## config.mk

```make
export PLATFORM = sky130hd
export DESIGN_NAME = touch_output_and_burst_scheduler
export DESIGN_NICKNAME = d
export VERILOG_FILES = /design/src/touch_pkg.sv /design/src/sample_tick.sv /design/src/xfer_clock.sv /design/src/touch_output_and_burst_scheduler.sv
export SDC_FILE = /design/constraint.sdc
export NUM_CORES = 1
export LEC_CHECK = 0
export BUFFER_PORTS_ARGS = -buffer_cell sky130_fd_sc_hd__buf_2
export CORE_UTILIZATION = 60
export CTS_BUF_LIST = sky130_fd_sc_hd__clkbuf_16
export DETAILED_ROUTE_END_ITERATION = 7
export HOLD_SLACK_MARGIN = 0.03
export PLACE_DENSITY = 0.9
export SYNTH_ARGS = -nofsm -noshare
export SYNTH_HDL_FRONTEND = slang
export SYNTH_SLANG_ARGS = --single-unit
```

## constraint.sdc

```tcl
create_clock -name mclk -period 4.4 [get_ports mclk]
set_input_delay 0.22 -clock mclk [delete_from_list [all_inputs] [get_ports mclk]]
set_output_delay 0.22 -clock mclk [all_outputs]
set_load 0.01 [all_outputs]
```

## src/touch_pkg.sv

```systemverilog
// Constants and types shared by the touch output and burst scheduler
package touch_pkg;
    // Option byte zero fields
    localparam int OUT_MODE_LSB = 0;
    localparam int THRESH_LSB = 4;
    localparam int PWR_MODE_LSB = 6;
    // Option byte one fields
    localparam int XFER_RATE_BIT = 1;
    localparam int PERIOD_SEL_BIT = 2;
    localparam logic [7:0] OPT_RESET = 8'h00;
    // Timing
    localparam int CLK_HZ = 100_000_000;
    localparam int SAMPLE_LONG_MS = 20;
    localparam int SAMPLE_SHORT_MS = 10;
    localparam int SAMPLE_LONG_CYCLES = SAMPLE_LONG_MS * (CLK_HZ / 1000);
    localparam int LATCH_SHORT_S = 3;
    localparam int LATCH_LONG_S = 30;
    localparam int LP_GAP_ZOOM = 4;
    localparam int LP_GAP_EXTREME = 16;
    localparam int XFER_SLOW_KHZ = 125;
    localparam int XFER_FAST_KHZ = 250;
    localparam int XFER_SLOW_DIV = CLK_HZ / (XFER_SLOW_KHZ * 1000 * 2);
    localparam int XFER_FAST_DIV = CLK_HZ / (XFER_FAST_KHZ * 1000 * 2);
    // Sample periods per second at the long period
    localparam int PERIODS_PER_S = 1000 / SAMPLE_LONG_MS;

    typedef enum logic [1:0] {
        OUT_ACTIVE, OUT_TOGGLE, OUT_LATCH_SHORT, OUT_LATCH_LONG
    } out_mode_t;
    typedef enum logic [1:0] {
        PWR_LOW_ZOOM, PWR_NORMAL, PWR_EXTREME_ZOOM, PWR_EXTREME
    } pwr_mode_t;
    typedef enum logic [1:0] {
        TH_STD_PROX, TH_STD_TOUCH, TH_SENS_PROX, TH_SENS_TOUCH
    } thresh_t;
endpackage

```

## src/sample_tick.sv

```systemverilog
// Sample period tick generator with selectable period length
`timescale 1ns/1ps
`default_nettype none
module sample_tick
    import touch_pkg::*;
#(
    parameter int LONG_CYCLES = SAMPLE_LONG_CYCLES
)(
    // Clock and reset
    input wire logic mclk,
    input wire logic reset,
    // Control
    input wire logic short_period,
    // Tick
    output logic tick
);
    logic [31:0] count_reg;
    logic [31:0] limit;

    // Short period halves the count limit, so each sample period is half as long
    assign limit = short_period ? 32'(LONG_CYCLES / 2) : 32'(LONG_CYCLES);

    always_ff @(posedge mclk)
    begin
        if (reset || count_reg >= limit - 32'h1)
        begin
            count_reg <= 32'h0;
        end
        else
        begin
            count_reg <= count_reg + 32'h1;
        end
    end

    always_ff @(posedge mclk)
    begin
        tick <= !reset && (count_reg >= limit - 32'h1);
    end
endmodule
`default_nettype wire

```

## src/xfer_clock.sv

```systemverilog
// Charge transfer clock divider
`timescale 1ns/1ps
`default_nettype none
module xfer_clock
    import touch_pkg::*;
(
    // Clock and reset
    input wire logic mclk,
    input wire logic reset,
    // Control
    input wire logic fast,
    input wire logic run,
    // Transfer clock
    output logic xfer_clk
);
    logic [15:0] div_reg;
    logic [15:0] half;

    assign half = fast ? 16'(XFER_FAST_DIV) : 16'(XFER_SLOW_DIV);

    always_ff @(posedge mclk)
    begin
        if (reset || !run)
        begin
            div_reg <= 16'h0;
            xfer_clk <= 1'b0;
        end
        else if (div_reg >= half - 16'h1)
        begin
            div_reg <= 16'h0;
            xfer_clk <= !xfer_clk;
        end
        else
        begin
            div_reg <= div_reg + 16'h1;
        end
    end
endmodule
`default_nettype wire

```

## src/touch_output_and_burst_scheduler.sv

```systemverilog
// Detect output modes and burst scheduling for a single touch channel
// Summary of operation
// - Output mode comes from option byte zero bits one and zero.
// - Mode codes: 00 active, 01 toggle, 10 short latch, 11 long latch.
// - Detect pin high reports actuation, low otherwise.
// - After rising, the pin stays high at least the minimum high time.
// - Active mode: pin follows detection.
// - Toggle mode: each new actuation outside the minimum high time inverts the pin.
// - Short latch: high at least three seconds, longer while detection lasts.
// - Long latch: pin falls thirty seconds after detection ends.
// - Long latch: new actuation restarts the countdown from its end.
// - Threshold level comes from option byte zero bits five and four.
// - Threshold codes: standard prox, standard touch, sensitive prox, sensitive touch.
// - Sensitivity rank: sensitive prox, standard prox, sensitive touch, standard touch.
// - Power mode comes from option byte zero bits seven and six.
// - Power codes: low zoom, normal, extreme zoom, extreme.
// - Normal mode bursts every sample period.
// - Low power zoom idle bursts every fifth sample period.
// - Zoom modes burst every period on activity until reentry delay passes.
// - Extreme zoom idle bursts every seventeenth sample period.
// - Extreme mode always idles sixteen periods between bursts.
// - Option byte one bit one selects 125 or 250 kHz transfer.
// - Option byte one bit two selects 20 or 10 ms period.
// - Bit two low 20 ms, high 10 ms; bit one low 125, high 250 kHz.
// - Short period makes all power mode intervals run twice as fast.
`timescale 1ns/1ps
`default_nettype none
module touch_output_and_burst_scheduler
#(
    parameter int MIN_HIGH_PERIODS = 4,
    parameter int REENTRY_PERIODS = 50,
    parameter int SAMPLE_CYCLES = touch_pkg::SAMPLE_LONG_CYCLES,
    parameter int PER_SECOND = touch_pkg::PERIODS_PER_S
)(
    // Clock and reset
    input wire logic mclk,
    input wire logic reset,
    // Option bytes
    input wire logic [7:0] option_byte_zero,
    input wire logic [7:0] option_byte_one,
    // Sensing core
    input wire logic detect_flag,
    input wire logic burst_done,
    // Outputs
    output logic detect_output_pin,
    output logic burst_start,
    output logic burst_active,
    output logic charge_transfer_clk,
    output logic [1:0] detect_threshold_level,
    output logic [1:0] threshold_rank,
    output logic zoom_awake
);
    import touch_pkg::*;

    out_mode_t out_mode;
    pwr_mode_t pwr_mode;
    thresh_t thresh;
    logic short_period;
    logic fast_xfer;
    logic tick;
    logic xfer_clk;
    logic [4:0] gap_reg;
    logic [4:0] gap_target;
    logic [15:0] reentry_reg;
    logic det_reg;
    logic prev_seen;
    logic fresh;
    logic zoom_mode;
    logic [15:0] min_high_reg;
    logic [15:0] latch_reg;
    logic [15:0] latch_short;
    logic [15:0] latch_long;

    // Threshold rank, 0 = most sensitive
    function automatic logic [1:0] rank_of(input thresh_t t);
        case (t)
            TH_SENS_PROX: rank_of = 2'h0;
            TH_STD_PROX: rank_of = 2'h1;
            TH_SENS_TOUCH: rank_of = 2'h2;
            default: rank_of = 2'h3;
        endcase
    endfunction

    assign out_mode = out_mode_t'(option_byte_zero[OUT_MODE_LSB +: 2]);
    assign thresh = thresh_t'(option_byte_zero[THRESH_LSB +: 2]);
    assign pwr_mode = pwr_mode_t'(option_byte_zero[PWR_MODE_LSB +: 2]);
    assign short_period = option_byte_one[PERIOD_SEL_BIT];
    assign fast_xfer = option_byte_one[XFER_RATE_BIT];
    assign zoom_mode = pwr_mode == PWR_LOW_ZOOM || pwr_mode == PWR_EXTREME_ZOOM;

    // Latch times counted in sample periods; with the short period each
    // second holds twice as many periods
    assign latch_short = short_period ? 16'(2 * LATCH_SHORT_S * PER_SECOND)
                                      : 16'(LATCH_SHORT_S * PER_SECOND);
    assign latch_long = short_period ? 16'(2 * LATCH_LONG_S * PER_SECOND)
                                     : 16'(LATCH_LONG_S * PER_SECOND);

    sample_tick #(.LONG_CYCLES(SAMPLE_CYCLES)) u_tick (
        .mclk(mclk),
        .reset(reset),
        .short_period(short_period),
        .tick(tick)
    );

    xfer_clock u_xfer (
        .mclk(mclk),
        .reset(reset),
        .fast(fast_xfer),
        .run(burst_active),
        .xfer_clk(xfer_clk)
    );

    always_ff @(posedge mclk)
    begin
        if (reset)
        begin
            detect_threshold_level <= 2'h0;
            threshold_rank <= 2'h0;
            charge_transfer_clk <= 1'b0;
        end
        else
        begin
            detect_threshold_level <= thresh;
            threshold_rank <= rank_of(thresh);
            charge_transfer_clk <= xfer_clk;
        end
    end

    // Idle gap for the current mode and activity
    always_comb
    begin
        case (pwr_mode)
            PWR_NORMAL: gap_target = 5'h0;
            PWR_LOW_ZOOM: gap_target = zoom_awake ? 5'h0 : 5'(LP_GAP_ZOOM);
            PWR_EXTREME_ZOOM: gap_target = zoom_awake ? 5'h0 : 5'(LP_GAP_EXTREME);
            default: gap_target = 5'(LP_GAP_EXTREME);
        endcase
    end

    // Burst scheduling on sample ticks
    always_ff @(posedge mclk)
    begin
        if (reset)
        begin
            gap_reg <= 5'h0;
            burst_start <= 1'b0;
        end
        else
        begin
            burst_start <= 1'b0;
            if (tick)
            begin
                if (gap_reg >= gap_target)
                begin
                    gap_reg <= 5'h0;
                    burst_start <= 1'b1;
                end
                else
                begin
                    gap_reg <= gap_reg + 5'h1;
                end
            end
        end
    end

    always_ff @(posedge mclk)
    begin
        if (reset)
        begin
            burst_active <= 1'b0;
        end
        else if (burst_start)
        begin
            burst_active <= 1'b1;
        end
        else if (burst_done)
        begin
            burst_active <= 1'b0;
        end
    end

    // Zoom wake on activity; modes without zoom never wake
    always_ff @(posedge mclk)
    begin
        if (reset || !zoom_mode)
        begin
            zoom_awake <= 1'b0;
            reentry_reg <= 16'h0;
        end
        else if (burst_done && burst_active && detect_flag)
        begin
            zoom_awake <= 1'b1;
            reentry_reg <= 16'(REENTRY_PERIODS);
        end
        else if (tick && zoom_awake && !det_reg)
        begin
            if (reentry_reg <= 16'h1)
            begin
                zoom_awake <= 1'b0;
                reentry_reg <= 16'h0;
            end
            else
            begin
                reentry_reg <= reentry_reg - 16'h1;
            end
        end
    end

    // Detection sampled once per completed burst
    always_ff @(posedge mclk)
    begin
        if (reset)
        begin
            det_reg <= 1'b0;
        end
        else if (burst_done && burst_active)
        begin
            det_reg <= detect_flag;
        end
    end

    // One-cycle new actuation, rising edge of sampled detection
    assign fresh = det_reg && !prev_seen;

    // Output state: latch timers run on sample ticks
    always_ff @(posedge mclk)
    begin
        if (reset)
        begin
            detect_output_pin <= 1'b0;
            min_high_reg <= 16'h0;
            latch_reg <= 16'h0;
            prev_seen <= 1'b0;
        end
        else
        begin
            prev_seen <= det_reg;
            if (tick && min_high_reg != 16'h0)
            begin
                min_high_reg <= min_high_reg - 16'h1;
            end
            if (tick && latch_reg != 16'h0)
            begin
                latch_reg <= latch_reg - 16'h1;
            end
            case (out_mode)
                OUT_ACTIVE:
                begin
                    if (det_reg && !detect_output_pin)
                    begin
                        detect_output_pin <= 1'b1;
                        min_high_reg <= 16'(MIN_HIGH_PERIODS);
                    end
                    else if (!det_reg && min_high_reg == 16'h0)
                    begin
                        detect_output_pin <= 1'b0;
                    end
                end
                OUT_TOGGLE:
                begin
                    if (fresh && !detect_output_pin)
                    begin
                        detect_output_pin <= 1'b1;
                        min_high_reg <= 16'(MIN_HIGH_PERIODS);
                    end
                    else if (fresh && min_high_reg == 16'h0)
                    begin
                        detect_output_pin <= 1'b0;
                    end
                end
                OUT_LATCH_SHORT:
                begin
                    if (fresh && !detect_output_pin)
                    begin
                        detect_output_pin <= 1'b1;
                        min_high_reg <= 16'(MIN_HIGH_PERIODS);
                        latch_reg <= latch_short;
                    end
                    else if (!det_reg && latch_reg == 16'h0 && min_high_reg == 16'h0)
                    begin
                        detect_output_pin <= 1'b0;
                    end
                end
                default:
                begin
                    if (det_reg)
                    begin
                        // Countdown held full while detection lasts
                        latch_reg <= latch_long;
                        if (!detect_output_pin)
                        begin
                            detect_output_pin <= 1'b1;
                            min_high_reg <= 16'(MIN_HIGH_PERIODS);
                        end
                    end
                    else if (latch_reg == 16'h0 && min_high_reg == 16'h0)
                    begin
                        detect_output_pin <= 1'b0;
                    end
                end
            endcase
        end
    end

    chk_active_follows: assert property (@(posedge mclk) disable iff (reset)
        (out_mode == OUT_ACTIVE && $stable(out_mode) && det_reg && !detect_output_pin)
        |=> detect_output_pin)
        else $error("active mode output did not rise");
    chk_min_high_time: assert property (@(posedge mclk) disable iff (reset)
        ($fell(detect_output_pin)) |-> $past(min_high_reg) == 16'h0)
        else $error("output fell before minimum high time");
    chk_normal_burst: assert property (@(posedge mclk) disable iff (reset)
        (pwr_mode == PWR_NORMAL && $stable(pwr_mode) && tick) |=> burst_start)
        else $error("normal mode missed a burst");
    chk_extreme_gap: assert property (@(posedge mclk) disable iff (reset)
        (pwr_mode == PWR_EXTREME && burst_start) |-> $past(gap_reg) == 5'(LP_GAP_EXTREME))
        else $error("extreme mode burst without sixteen idle periods");
    chk_gap_bound: assert property (@(posedge mclk) disable iff (reset)
        gap_reg <= 5'(LP_GAP_EXTREME))
        else $error("idle gap beyond sixteen periods");
    chk_wake_on_det: assert property (@(posedge mclk) disable iff (reset)
        (burst_done && burst_active && detect_flag) |=> zoom_awake == $past(zoom_mode))
        else $error("zoom wake state wrong after activity");
    chk_long_restart: assert property (@(posedge mclk) disable iff (reset)
        (out_mode == OUT_LATCH_LONG && $stable(out_mode) && det_reg)
        |=> latch_reg == latch_long && detect_output_pin)
        else $error("long latch countdown not restarted");
    chk_rank_map: assert property (@(posedge mclk) disable iff (reset)
        $stable(thresh) && thresh == TH_SENS_PROX |=> threshold_rank == 2'h0)
        else $error("threshold rank wrong");
    chk_thresh_out: assert property (@(posedge mclk) disable iff (reset)
        $stable(thresh) |=> detect_threshold_level == $past(thresh))
        else $error("threshold level not passed");
endmodule
`default_nettype wire

```

Yosys cells after proc, flatten, opt, wreduce, memory -nomap -nowiden
Cells that the tools add are included.

Word-level logic and storage cells: 121. Register bits after elaboration: 114. Output and inout bits: 9.

Magnitude comparators: 4. Equality and inequality tests: 9. Bitwise logic cells: 1. Multiplexer cells: 37. $add $sub $neg: 8. Reduce and logical (&&, ||, !) cells: 44.

Operators by type and width (number): $mux W16 (9); $pmux W16 S2 (2); $sub A16 B1 Y16 const B (4); $add A32 B1 Y32 const B (1); $ge A32 B32 Y1 (1); $logic_not A16 Y1 (2); $reduce_bool A16 Y1 (2); $sub A32 B1 Y32 const B (1); $mux W21 (1); $mux W9 (2); $add A16 B1 Y16 const B (1); $ge A16 B16 Y1 (1); $le A16 B1 Y1 const B (1); $logic_and A1 B1 Y1 (15); $pmux W5 S3 (1); $mux W1 (14); $mux W12 (1); $mux W6 (2); $mux W5 (2); $reduce_or A2 Y1 (5); $ne A3 B3 Y1 const B (3); $eq A2 B2 Y1 const B (4); $logic_not A1 Y1 (7); $logic_not A2 Y1 (3); other kinds (12) (18).

Logic depth before layout (Yosys ltp)
Gate-level depths: netlist of the first run.

Depth after elaboration: 6. Mapped depth: 8. Gate-level depth less buffers: 8.

Cells and area by module
From an unflattened synthesis of the first run, not the netlist that was laid out.

Cells, all modules: 604. Area total of the unflattened synthesis: 5420.2 µm².

By module, submodules not included: touch_output_and_burst_scheduler (area an instance 3316.9 µm², seq. area each 1281.2 µm², cells each 398, instances 1); sample_tick (area an instance 1416.4 µm², seq. area each 660.6 µm², cells each 140, instances 1); xfer_clock (area an instance 686.9 µm², seq. area each 340.3 µm², cells each 66, instances 1).

Least setup slack after synthesis of the first run
Ideal clock, no wire load.

Path kind: register to register. Start point: register latch_reg[0]. End point: register latch_reg[1]. Arrival time: 1925 ps. Setup slack: 2390 ps. Period minus slack after synthesis: 2010 ps. Cell stages (with the launch flop): 8. Path through: dfxtp_1 > inv_1 > ha_1 > nor4b_1 > nand4_1 > nand2_1 > mux2_2 > a211oi_1.

Word-level cells in the longest chain between the ends: 5.

Ends and longest elaborated chain: from (decl) (line touch_output_and_burst_scheduler.sv:70) `logic [15:0] latch_reg;`; from (signal assigned) (line touch_output_and_burst_scheduler.sv:244) `latch_reg <= latch_reg - 16'h1;`; from (signal assigned) (line touch_output_and_burst_scheduler.sv:277) `latch_reg <= latch_short;`; from (signal assigned) (line touch_output_and_burst_scheduler.sv:289) `latch_reg <= latch_long;`; parallel branches: the longest is 2 deep, another holds $sub A16 B1 Y16; $mux W16 (*) (line touch_output_and_burst_scheduler.sv:242) `if (tick && latch_reg != 16'h0)`; $mux W16 (on tied branches) (line touch_output_and_burst_scheduler.sv:286, touch_output_and_burst_scheduler.sv:273); $pmux W16 S2 (*) (line touch_output_and_burst_scheduler.sv:246) `case (out_mode)`.

Mark *: on every way between the ends. A chain may end at the register's enable or synchronous reset.

Worst setup path after layout of the first run
Start point: register u_tick.tick. End point: register latch_reg[5].

Word-level cells in the longest chain between the ends: 4.

Ends and longest elaborated chain: from (decl) (line sample_tick.sv:15) `output logic tick`; from (signal assigned) (line sample_tick.sv:37) `tick <= !reset && (count_reg >= limit - 32'h1);`; $logic_and A1 B1 Y1 (*) (line touch_output_and_burst_scheduler.sv:242); $mux W16 (*) (line touch_output_and_burst_scheduler.sv:242); $mux W16 (on tied branches) (line touch_output_and_burst_scheduler.sv:286, touch_output_and_burst_scheduler.sv:273); $pmux W16 S2 (*) (line touch_output_and_burst_scheduler.sv:246).

Every way passes the cells marked *; elsewhere a longest branch is shown, timed or not.

==> flow_summary.yaml, run 1 <==
clock_network:
  cts_resized: 0
  root_buffer: "clkbuf_16"
  clockBufferDepth: 2
  clock_sinks: 114
  htreeDepth: 4
  cts_made_buffers: 17
  cts_tree: "done"
  clkSlewWorstSetupHoldPaths_ns: 0.05
  clock_latency_ns: 0.42
timing:
  fin_setup_tns_ns: 0
  clock.fmax_ghz: 0.404
  hold_viol_final: 0
  drv_slew: 0
  finClkSkew_ns: 0.00770
  rsz0062_at_grt: "no"
  max_slew_margin_pct: 32.1
  setup_viol: 0
  fin_hold_ws_ns: 0.0816
  fin_ws_ns: 1.92
  tightestPinTransition_ns: 1.02
  final.period_utilization_pct: 56.3
  period_minus_slack_ns: 2.48
logic_synthesis:
  syn_area_um2: 5240
  synth.top_cells.by_area: "dfxtp_1 (44%), xor2_1 (7.2%), ha_1 (6.2%), nor2_1 (5.6%), xnor2_1 (4.3%)"
  synth_top_area_cell: "dfxtp_1"
  ys_top_cells_by_count: "dfxtp_1 (114), nor2_1 (78), xor2_1 (43)"
  async_reset_ff_share_pct: 0
  yosysMostFrequentCell: "dfxtp_1"
  ys_seq_area_share_pct: 43.6
  synth-main-ff-cell: "dfxtp_1"
  synth_cell_types: 61
  synth_seq_cells: 114
  netlist_instances: 586
  synth_edf_count: 0
  avgSynthCellArea_um2: 8.94
  yosysWarnings: 0
  synth_top_area_share_pct: 43.6
critical_path:
  crit_path_start_kind: "flop"
  cp_max_fo: 16
  reg2reg_depth: 5
  r2r-start: "u_tick.tick"
  critical_path_class: "flop to flop"
  critical_path_arrival_ns: 2.74
  cp.required_ns: 4.66
  r2r-end: "latch_reg[5]"
  r2r_slack_ns: 1.92
  critPathCaptureType: "flop"
floorplanning:
  die_w_um: 95.4
  start_util_pct: 62.8
  core_um2: 8340
  dieArea_um2: 9110
  die_y_um: 95.4
  io_pins: 29
  num_rows: 33
detailed_routing:
  drc_errors: 0
  antenna_left: 0
  routed_wl_um: 11000
  drtIter0Drc: 272
  drt-pass1-iter-count: 5
  vias_per_cell: 5.83
  num_vias: 4346
  wl_per_cell_um: 14.8
finish:
  largest_reg_flops: 32
  drive_above_1_share_pct: 10.3
  fillers: 578
  area_delta_synth_final_pct: 16.0
  nets: 673
  finalInstanceArea_um2: 6080
  antenna_cells: 0
run_status:
  status: "complete, no violations"
worst_hold_path:
  holdCritStartpoint: "option_byte_zero[4]"
  worstHoldPathType: "input pin to flop"
  hold_end: "threshold_rank[1]"
  min_path_cells: 2
grt:
  antenna_found_initial: 0
  grt_first_pass_wirelength_um: 18800
  overflow: 0
  grt.total_usage_pct: 26.8
  grt_pass1_vias: 4210
  grt_max_degree: 48
placement:
  dp_hpwl_um: 6910
  pre_cts_slack_ns: 1.80
  io_buffers: 20
  place_congestion: 0.835
  placed_area_um2: 5470
pwr:
  leakage_nw: 2.36
  peakVddDrop_mv: 0.397
  p_per_area_nw_per_um2: 648
run:
  max_cap_viol_count: 0
-- worst max-delay path by stage --
| stage | startpoint | endpoint | slack [ns] | cells past startpoint |
|---|---|---|---|---|
| 2_1_floorplan | latch_reg[0] | latch_reg[1] | 2.39 | 7 |
| 3_3_place_gp | option_byte_one[2] | u_tick.count_reg[21] | 1.88 | 8 |
| 3_5_place_dp | option_byte_one[2] | u_tick.count_reg[10] | 1.80 | 8 |
| 4_1_cts | latch_reg[0] | latch_reg[1] | 1.95 | 7 |
| 5_1_grt | latch_reg[0] | latch_reg[1] | 1.68 | 7 |
| 6_report | u_tick.tick | latch_reg[5] | 1.92 | 5 |
-- cell usage in the layout, fill, tap and decap left out, drive strengths merged, types with 5 or more instances in the layout --
cell / count
nor2: 78
nand3: 33
a211oi: 5
clkbuf: 17
conb: 16
xnor2: 26
and3: 7
inv: 30
nor3: 37
xor2: 43
nor2b: 10
buf: 21
or4: 6
ha: 26
a21oi: 22
or3: 7
nand2: 32
nand4: 14
nor4: 8
o21ai: 15
dfxtp: 114
-- critical path, stage by stage, from the launching register on --
cell and delay, ns:
dfxtp_1 0.71, or4b_2 0.66, nor2_1 0.42, nand3b_1 0.21, xor2_1 0.21, o32ai_1 0.11
-- metal layers --
layer	global-route usage, %	vias to the layer above	share of wire, %
li1	-	2134	-
met5	0	-	0
met4	13.7	0	3.1
met2	46.0	118	50
met1	31.0	2061	43
met3	6.38	33	4.1
-- timing repair --
item                      in CTS  in global routing
hold endpoints to repair       2                  0
hold buffers                   1                  0
setup buffers                  0                  0
-- where the power goes --
part           total [mW]  switching, mW  internal [mW]
Combinational        1.25          0.731          0.519
Sequential           1.32          0.142           1.17
Clock                1.37          0.525          0.849
-- through the flow --
stage | util, % | std cells | power [mW]
5_1_grt | 72.9 | 745 | 4.16
3_3_place_gp | 65.6 | 712 | 2.48
4_1_cts | 72.9 | 745 | 3.94
2_1_floorplan | - | 601 | 2.33
3_5_place_dp | 65.6 | 712 | 2.54
6_report | 72.9 | 745 | 3.94
-- area by class of cell --
class	count	area (um^2)	share of cell area [%]
Multi-Input combinational cell	449	2870	47.1
Sequential cell	114	2280	37.5
Clock buffer	17	425	7.00
Clock inverter	15	171	2.82
Tap cell	105	131	2.16
Timing Repair Buffer	22	118	1.93
Inverter	23	86.3	1.42
-- kinds of logic (layout without fill, tap and decap cells) --
group                      after synthesis  after routing  synth area share (%)
muxes                                    2              2                 0.406
buffers and inverters                   38             77                  2.82
other                                    1             16                0.0716
AOI/OAI and AO/OA                       73             73                  8.91
and+or+nand+nor                        263            263                  26.5
DFF                                    114            114                  43.6
adders and majority gates               26             26                  6.21
xor gates and xnor gates                69             69                  11.5
Power figures use the tool's default switching activity.
==> run 2: changes to the inputs <==
Settings changed: ABC_AREA set to 1, CORE_UTILIZATION 60 to 55, PLACE_DENSITY 0.9 to 0.87.
Clock period 4.4 ns to 2 ns, I/O delays scaled along.
==> run 2 against run 1 <==
  * Worst setup slack got worse by 1.7 ns
  * First-iteration DRC count increased by 50%
  * Via count increased by 20%
  * Sequential share of layout area decreased by 4.5 points
  * Clock skew increased by 0.0011 ns
  * Total power increased by 100%
  * Non-clock buffer count increased by 8
  * Area after synthesis increased by 12%
  * Critical path depth increased by 4
  * Fmax increased by 37%
  * Global-route usage decreased by 1.9 points
  * Highest routed layer unchanged
==> flow_summary.yaml, run 2 <==
critical_path:
  cp_max_fo: 8
  critical_path_arrival_ns: 2.13
  r2r_slack_ns: 0.19
  cp.required_ns: 2.32
  cpLargestDelayFamily: "flip-flops"
  critPathCaptureType: "flop"
  crit_path_start_kind: "flop"
  crit_buf_inv: 3
  critical_path_class: "flop to flop"
  crit_chain: "inv_4, nor2_4, nand2_2, nand2_1, o211ai_1, o21ai_0, inv_1, nand2_1, inv_1"
  cpPeakStageDelay_ns: 0.53
  cpMaxStageDelayCell: "dfxtp_1"
logic_synthesis:
  synthAdderAreaFrac_pct: 5.56
  async_reset_ff_share_pct: 0
  synth-main-ff-cell: "dfxtp_1"
  avgSynthCellArea_um2: 7.12
  yosysWarnings: 0
  yosys.area_share.xor_xnor_pct: 7.03
  synth-simple-area-share_pct: 33.3
  synth_top_family_by_area: "simple AND/OR/NAND/NOR gates"
  synthMuxAreaShare_pct: 0
  synth_top_area_cell: "dfxtp_1"
  synth_cell_types: 43
  synth.top_cells.by_area: "dfxtp_1 (39%), nand2_1 (10%), nor2_1 (9.9%), inv_1 (6.5%), ha_1 (5.6%)"
  syn_area_um2: 5850
  yosysMostFrequentCell: "nand2_1"
  ys_top_cells_by_count: "nand2_1 (156), nor2_1 (155), dfxtp_1 (114)"
  synth_edf_count: 0
  synth_top_area_share_pct: 39.0
  synth_seq_cells: 114
  synth-compound-area-share_pct: 7.46
  ys_seq_area_share_pct: 39.0
  netlist_instances: 822
grt:
  grt_first_pass_wirelength_um: 22000
  grt_max_degree: 22
  grtUsageMet3_pct: 6.24
  overflow: 0
  antenna_found_initial: 0
  grt.total_usage_pct: 24.9
  grt_pass1_vias: 5110
  top_usage_layer: "met2"
  grtUsageMet1_pct: 28.5
  groute.layer.met2.usage_pct: 43.2
timing:
  period_minus_slack_ns: 1.81
  setup_viol: 0
  final.period_utilization_pct: 90.4
  fin_ws_ns: 0.192
  rsz0062_at_grt: "no"
  finClkSkew_ns: 0.00880
  drv_slew: 0
  hold_viol_final: 0
  clock.fmax_ghz: 0.553
  fin_setup_tns_ns: 0
  fin_hold_ws_ns: 0.0853
clock_network:
  cts_tree: "done"
  htreeDepth: 4
  clock_sinks: 114
  root_buffer: "clkbuf_16"
  cts_made_buffers: 17
  clockBufferDepth: 2
  clock_latency_ns: 0.42
  clkSlewWorstSetupHoldPaths_ns: 0.06
pwr:
  seq_power_share_pct: 32.7
  swShare_pct: 30.0
  p_clk_share_pct: 44.5
  p_sw_mw: 2.38
  leakage_nw: 3.20
  combPwrFrac_pct: 22.8
  p_int_mw: 5.54
  p_per_area_nw_per_um2: 1150
  peakVddDrop_mv: 0.800
floorplanning:
  core_um2: 10300
  io_pins: 29
  start_util_pct: 56.7
  num_rows: 37
  dieArea_um2: 11100
  die_y_um: 105
  die_w_um: 105
detailed_routing:
  routed_wl_um: 12600
  wl_per_cell_um: 12.3
  drt-pass1-iter-count: 5
  drtIter0Drc: 408
  drc_errors: 0
  vias_per_cell: 5.06
  antenna_left: 0
  num_vias: 5194
finish:
  layout_common_cells: "nor2_1 (155), nand2_1 (155), dfxtp_1 (114)"
  largest_reg_flops: 32
  drive_above_1_share_pct: 9.43
  nets: 924
  area_delta_synth_final_pct: 18.2
  antenna_cells: 0
placement:
  place_congestion: 0.936
  pre_cts_slack_ns: 0.171
  io_buffers: 20
  dp_hpwl_um: 8750
run:
  max_cap_viol_count: 0
worst_hold_path:
  worstHoldPathType: "input pin to flop"
run_status:
  status: "complete, no violations"
==> run 2: changes by cell type after synthesis, sizes merged, moves of 10 or more <==
cell | before | now
xnor2 | 26 | 13
nor2 | 78 | 163
a21oi | 22 | 33
o21ai | 15 | 26
nand3 | 33 | 55
inv | 23 | 106
nand2 | 32 | 161
nor2b | 10 | 0
==> run 2: cells by family after synthesis <==
group / after synthesis
AO/OA/AOI/OAI: 77
flip-flops: 114
adder cells (fa/ha/maj): 26
buffers and inverters: 114
AND/OR/NAND/NOR: 443
other: 1
XOR/XNOR: 47
==> run 2: worst reg2reg max path, delay by kind of cell (launching register included) <==
family	cells	cell delay, ns
AOI/OAI and AO/OA	2	0.47
DFF	1	0.53
and+or+nand+nor	4	0.46
buffers and inverters	3	0.25
==> run 2: power groups by stage <==
stage / Sequential (mW) / Clock, mW / Combinational [mW]
floorplan: 2.60 / 0 / 1.42
global placement: 2.63 / 0 / 1.69
detailed placement: 2.63 / 0 / 1.73
CTS: 2.59 / 3.56 / 1.77
global route: 2.61 / 3.67 / 2.07
finish: 2.59 / 3.52 / 1.80
==> run 2: path summary, 6_finish.rpt <==
kind,from,to,cells after the start
max,det_reg,latch_reg[8],9
min,reset,latch_reg[2],3
max reg2reg,det_reg,latch_reg[8],9
min reg2reg,u_tick.count_reg[0],u_tick.count_reg[0],1
==> run 2: repair_timing <==
action	CTS	global route
hold buffers	4	0
hold endpoints to repair	8	0
gates resized for setup	0	2
buffers inserted	0	0
endpoints found under the setup margin	0	6
==> run 2: metal layers <==
| layer | share of wire, % | up-vias |
|---|---|---|
| li1 | - | 2732 |
| met3 | 3.9 | 33 |
| met1 | 45 | 2309 |
| met5 | 0 | - |
| met2 | 48 | 120 |
| met4 | 2.7 | 0 |
==> run 2: layout make-up <==
class | instances | area, um^2
multi-input combinational | 609 | 3190
tap | 136 | 170
clock inverter | 15 | 263
clock buffer | 17 | 425
fill | 819 | 3410
timing repair buffer | 30 | 185
inverter | 106 | 400
sequential | 114 | 2280
==> run 2: through the flow <==
step	area, um^2	power (mW)	std cells	util, %
3_5_place_dp	6180	4.36	991	59.8
2_1_floorplan	5910	4.03	837	-
6_report	6910	7.92	1027	67.0
5_1_grt	6910	8.35	1027	67.0
4_1_cts	6910	7.92	1027	66.9
3_3_place_gp	6180	4.32	991	59.8
==> run 3: changes to the inputs <==
Settings changed: GPL_TIMING_DRIVEN set to 0.
==> run 3 against run 2 <==
  * Critical path depth is the same
  * Cell count grew 0.19%
  * Via count grew 3.4%
  * Design area shrank 2.0%
  * Highest routed layer unchanged
  * Combinational power is essentially flat
  * Critical endpoint is now min_high_reg[1]
  * Die area is the same
  * Sequential power is essentially flat
  * Clock skew shrank 0.0022 ns
  * Largest cell class unchanged
  * Clock power shrank 19%
  * Routed wire length grew 2.4%
==> flow_summary.yaml, run 3 (synthesis gave the netlist of run 2 again) <==
critical_path:
  critical_path_class: "flop to flop"
  critPathCaptureType: "flop"
  cpMaxStageDelayCell: "dfxtp_1"
  cp.required_ns: 2.30
  critical_path_arrival_ns: 2.10
  cp_max_fo: 9
  crit_chain: "inv_4, nor2_4, inv_1, nand2_1, o21ai_0, nand3_2, inv_1, o21ai_0, a21oi_1"
  cpPeakStageDelay_ns: 0.53
  crit_path_start_kind: "flop"
floorplanning:
  dieArea_um2: 11100
  io_pins: 29
  die_w_um: 105
  die_y_um: 105
  num_rows: 37
  core_um2: 10300
  start_util_pct: 56.7
clock_network:
  htreeDepth: 4
  post-cts-setup-buffers: 0
  clkSlewWorstSetupHoldPaths_ns: 0.06
  root_buffer: "clkbuf_16"
  clock_latency_ns: 0.42
  clockBufferDepth: 2
  cts_made_buffers: 17
  cts_tree: "done"
  clock_sinks: 114
timing:
  fin_setup_tns_ns: 0
  rsz0062_at_grt: "no"
  finClkSkew_ns: 0.00659
  final.period_utilization_pct: 89.8
  fin_ws_ns: 0.204
  period_minus_slack_ns: 1.80
  tightestPinTransition_ns: 0.576
  drv_slew: 0
  hold_viol_final: 0
  setup_viol: 0
  max_slew_margin_pct: 61.6
  clock.fmax_ghz: 0.557
finish:
  fin_cells: 1029
  area_delta_synth_final_pct: 15.8
  multi_input_area_um2: 3180
  largest_reg_flops: 32
  final_common_cell: "nand2_1"
  fillers: 825
  antenna_cells: 0
  finalInstanceArea_um2: 6780
  register_area_um2: 2280
  drive_above_1_share_pct: 9.29
  layout_common_cells: "nand2_1 (156), nor2_1 (155), dfxtp_1 (114)"
  nets: 926
detailed_routing:
  vias_per_cell: 5.22
  num_vias: 5369
  drt-pass1-iter-count: 5
  drtIter0Drc: 304
  routed_wl_um: 12900
  drc_errors: 0
  wl_per_cell_um: 12.6
  antenna_left: 0
pwr:
  peakVddDrop_mv: 0.665
  p_per_area_nw_per_um2: 1070
  leakage_nw: 3.13
  finalPower_mw: 7.25
placement:
  pre_cts_slack_ns: 0.195
  io_buffers: 20
  dp_hpwl_um: 8820
  placed_area_um2: 6180
  dp.cells: 993
  place_congestion: 0.887
grt:
  grt_pass1_vias: 5089
  antenna_found_initial: 0
  grt.total_usage_pct: 25.0
  overflow: 0
  grt_max_degree: 17
  grt_first_pass_wirelength_um: 22100
run_status:
  status: "complete, no violations"
run:
  max_cap_viol_count: 0
worst_hold_path:
  worstHoldPathType: "input pin to flop"
[run 3: cell count changes in the layout (fill, tap and decap cells not counted), moves of 2 or more]
| cell | delta |
|---|---|
| buf_4 | -5 |
| clkbuf_1 | +3 |
| inv_6 | +4 |
| clkinv_2 | +2 |
| bufinv_16 | -6 |
| buf_2 | +3 |
[run 3: power breakdown]
group / internal, mW / switching, mW
Sequential: 2.44 / 0.155
Combinational: 0.660 / 1.14
Clock: 1.71 / 1.14
[run 3: metrics by stage]
step / utilization, % / hold WS, ns
6_report: 65.6 / 0.0473
5_1_grt: 65.6 / 0.0404
4_1_cts: 65.6 / 0.0403
3_5_place_dp: 59.8 / 0.334
3_3_place_gp: 59.8 / 0.335
2_1_floorplan: - / 0.172
[run 3: layout make-up]
class / count / area share [%]
multi-input combinational: 609 / 46.9
sequential: 114 / 33.7
clock buffer: 17 / 6.28
inverter: 106 / 5.91
tap: 136 / 2.51
timing repair buffer: 24 / 2.07
clock inverter: 15 / 1.94
buffer: 8 / 0.665
[run 3: worst max-delay path, delay by kind of cell (launching register included)]
kind / cells / cell delay (ns)
AO/OA/AOI/OAI: 3 / 0.30
flip-flops: 1 / 0.53
AND/OR/NAND/NOR: 3 / 0.48
buffers and inverters: 3 / 0.37
[run 3: what timing repair did]
item,in CTS,in global routing
hold buffers,4,0
hold endpoints to repair,6,0
gates resized for setup,0,0
[run 3: per-layer routing]
layer / global-route usage [%] / vias to the layer above / wire length (um)
li1: - / 2745 / -
met1: 28.1 / 2424 / 5580
met2: 43.2 / 162 / 6290
met3: 6.55 / 38 / 637
met4: 13.2 / 0 / 430
met5: 0 / - / 0
[run 3: path summary, 6_finish.rpt]
kind | from | endpoint | slack (ns) | depth (start not counted)
worst max-delay path | det_reg | min_high_reg[1] | 0.20 | 9
worst min-delay path | option_byte_zero[6] | reentry_reg[15] | 0.05 | 4
worst max register to register | det_reg | min_high_reg[1] | 0.20 | 9
worst min register to register | u_xfer.div_reg[0] | u_xfer.div_reg[0] | 0.45 | 1
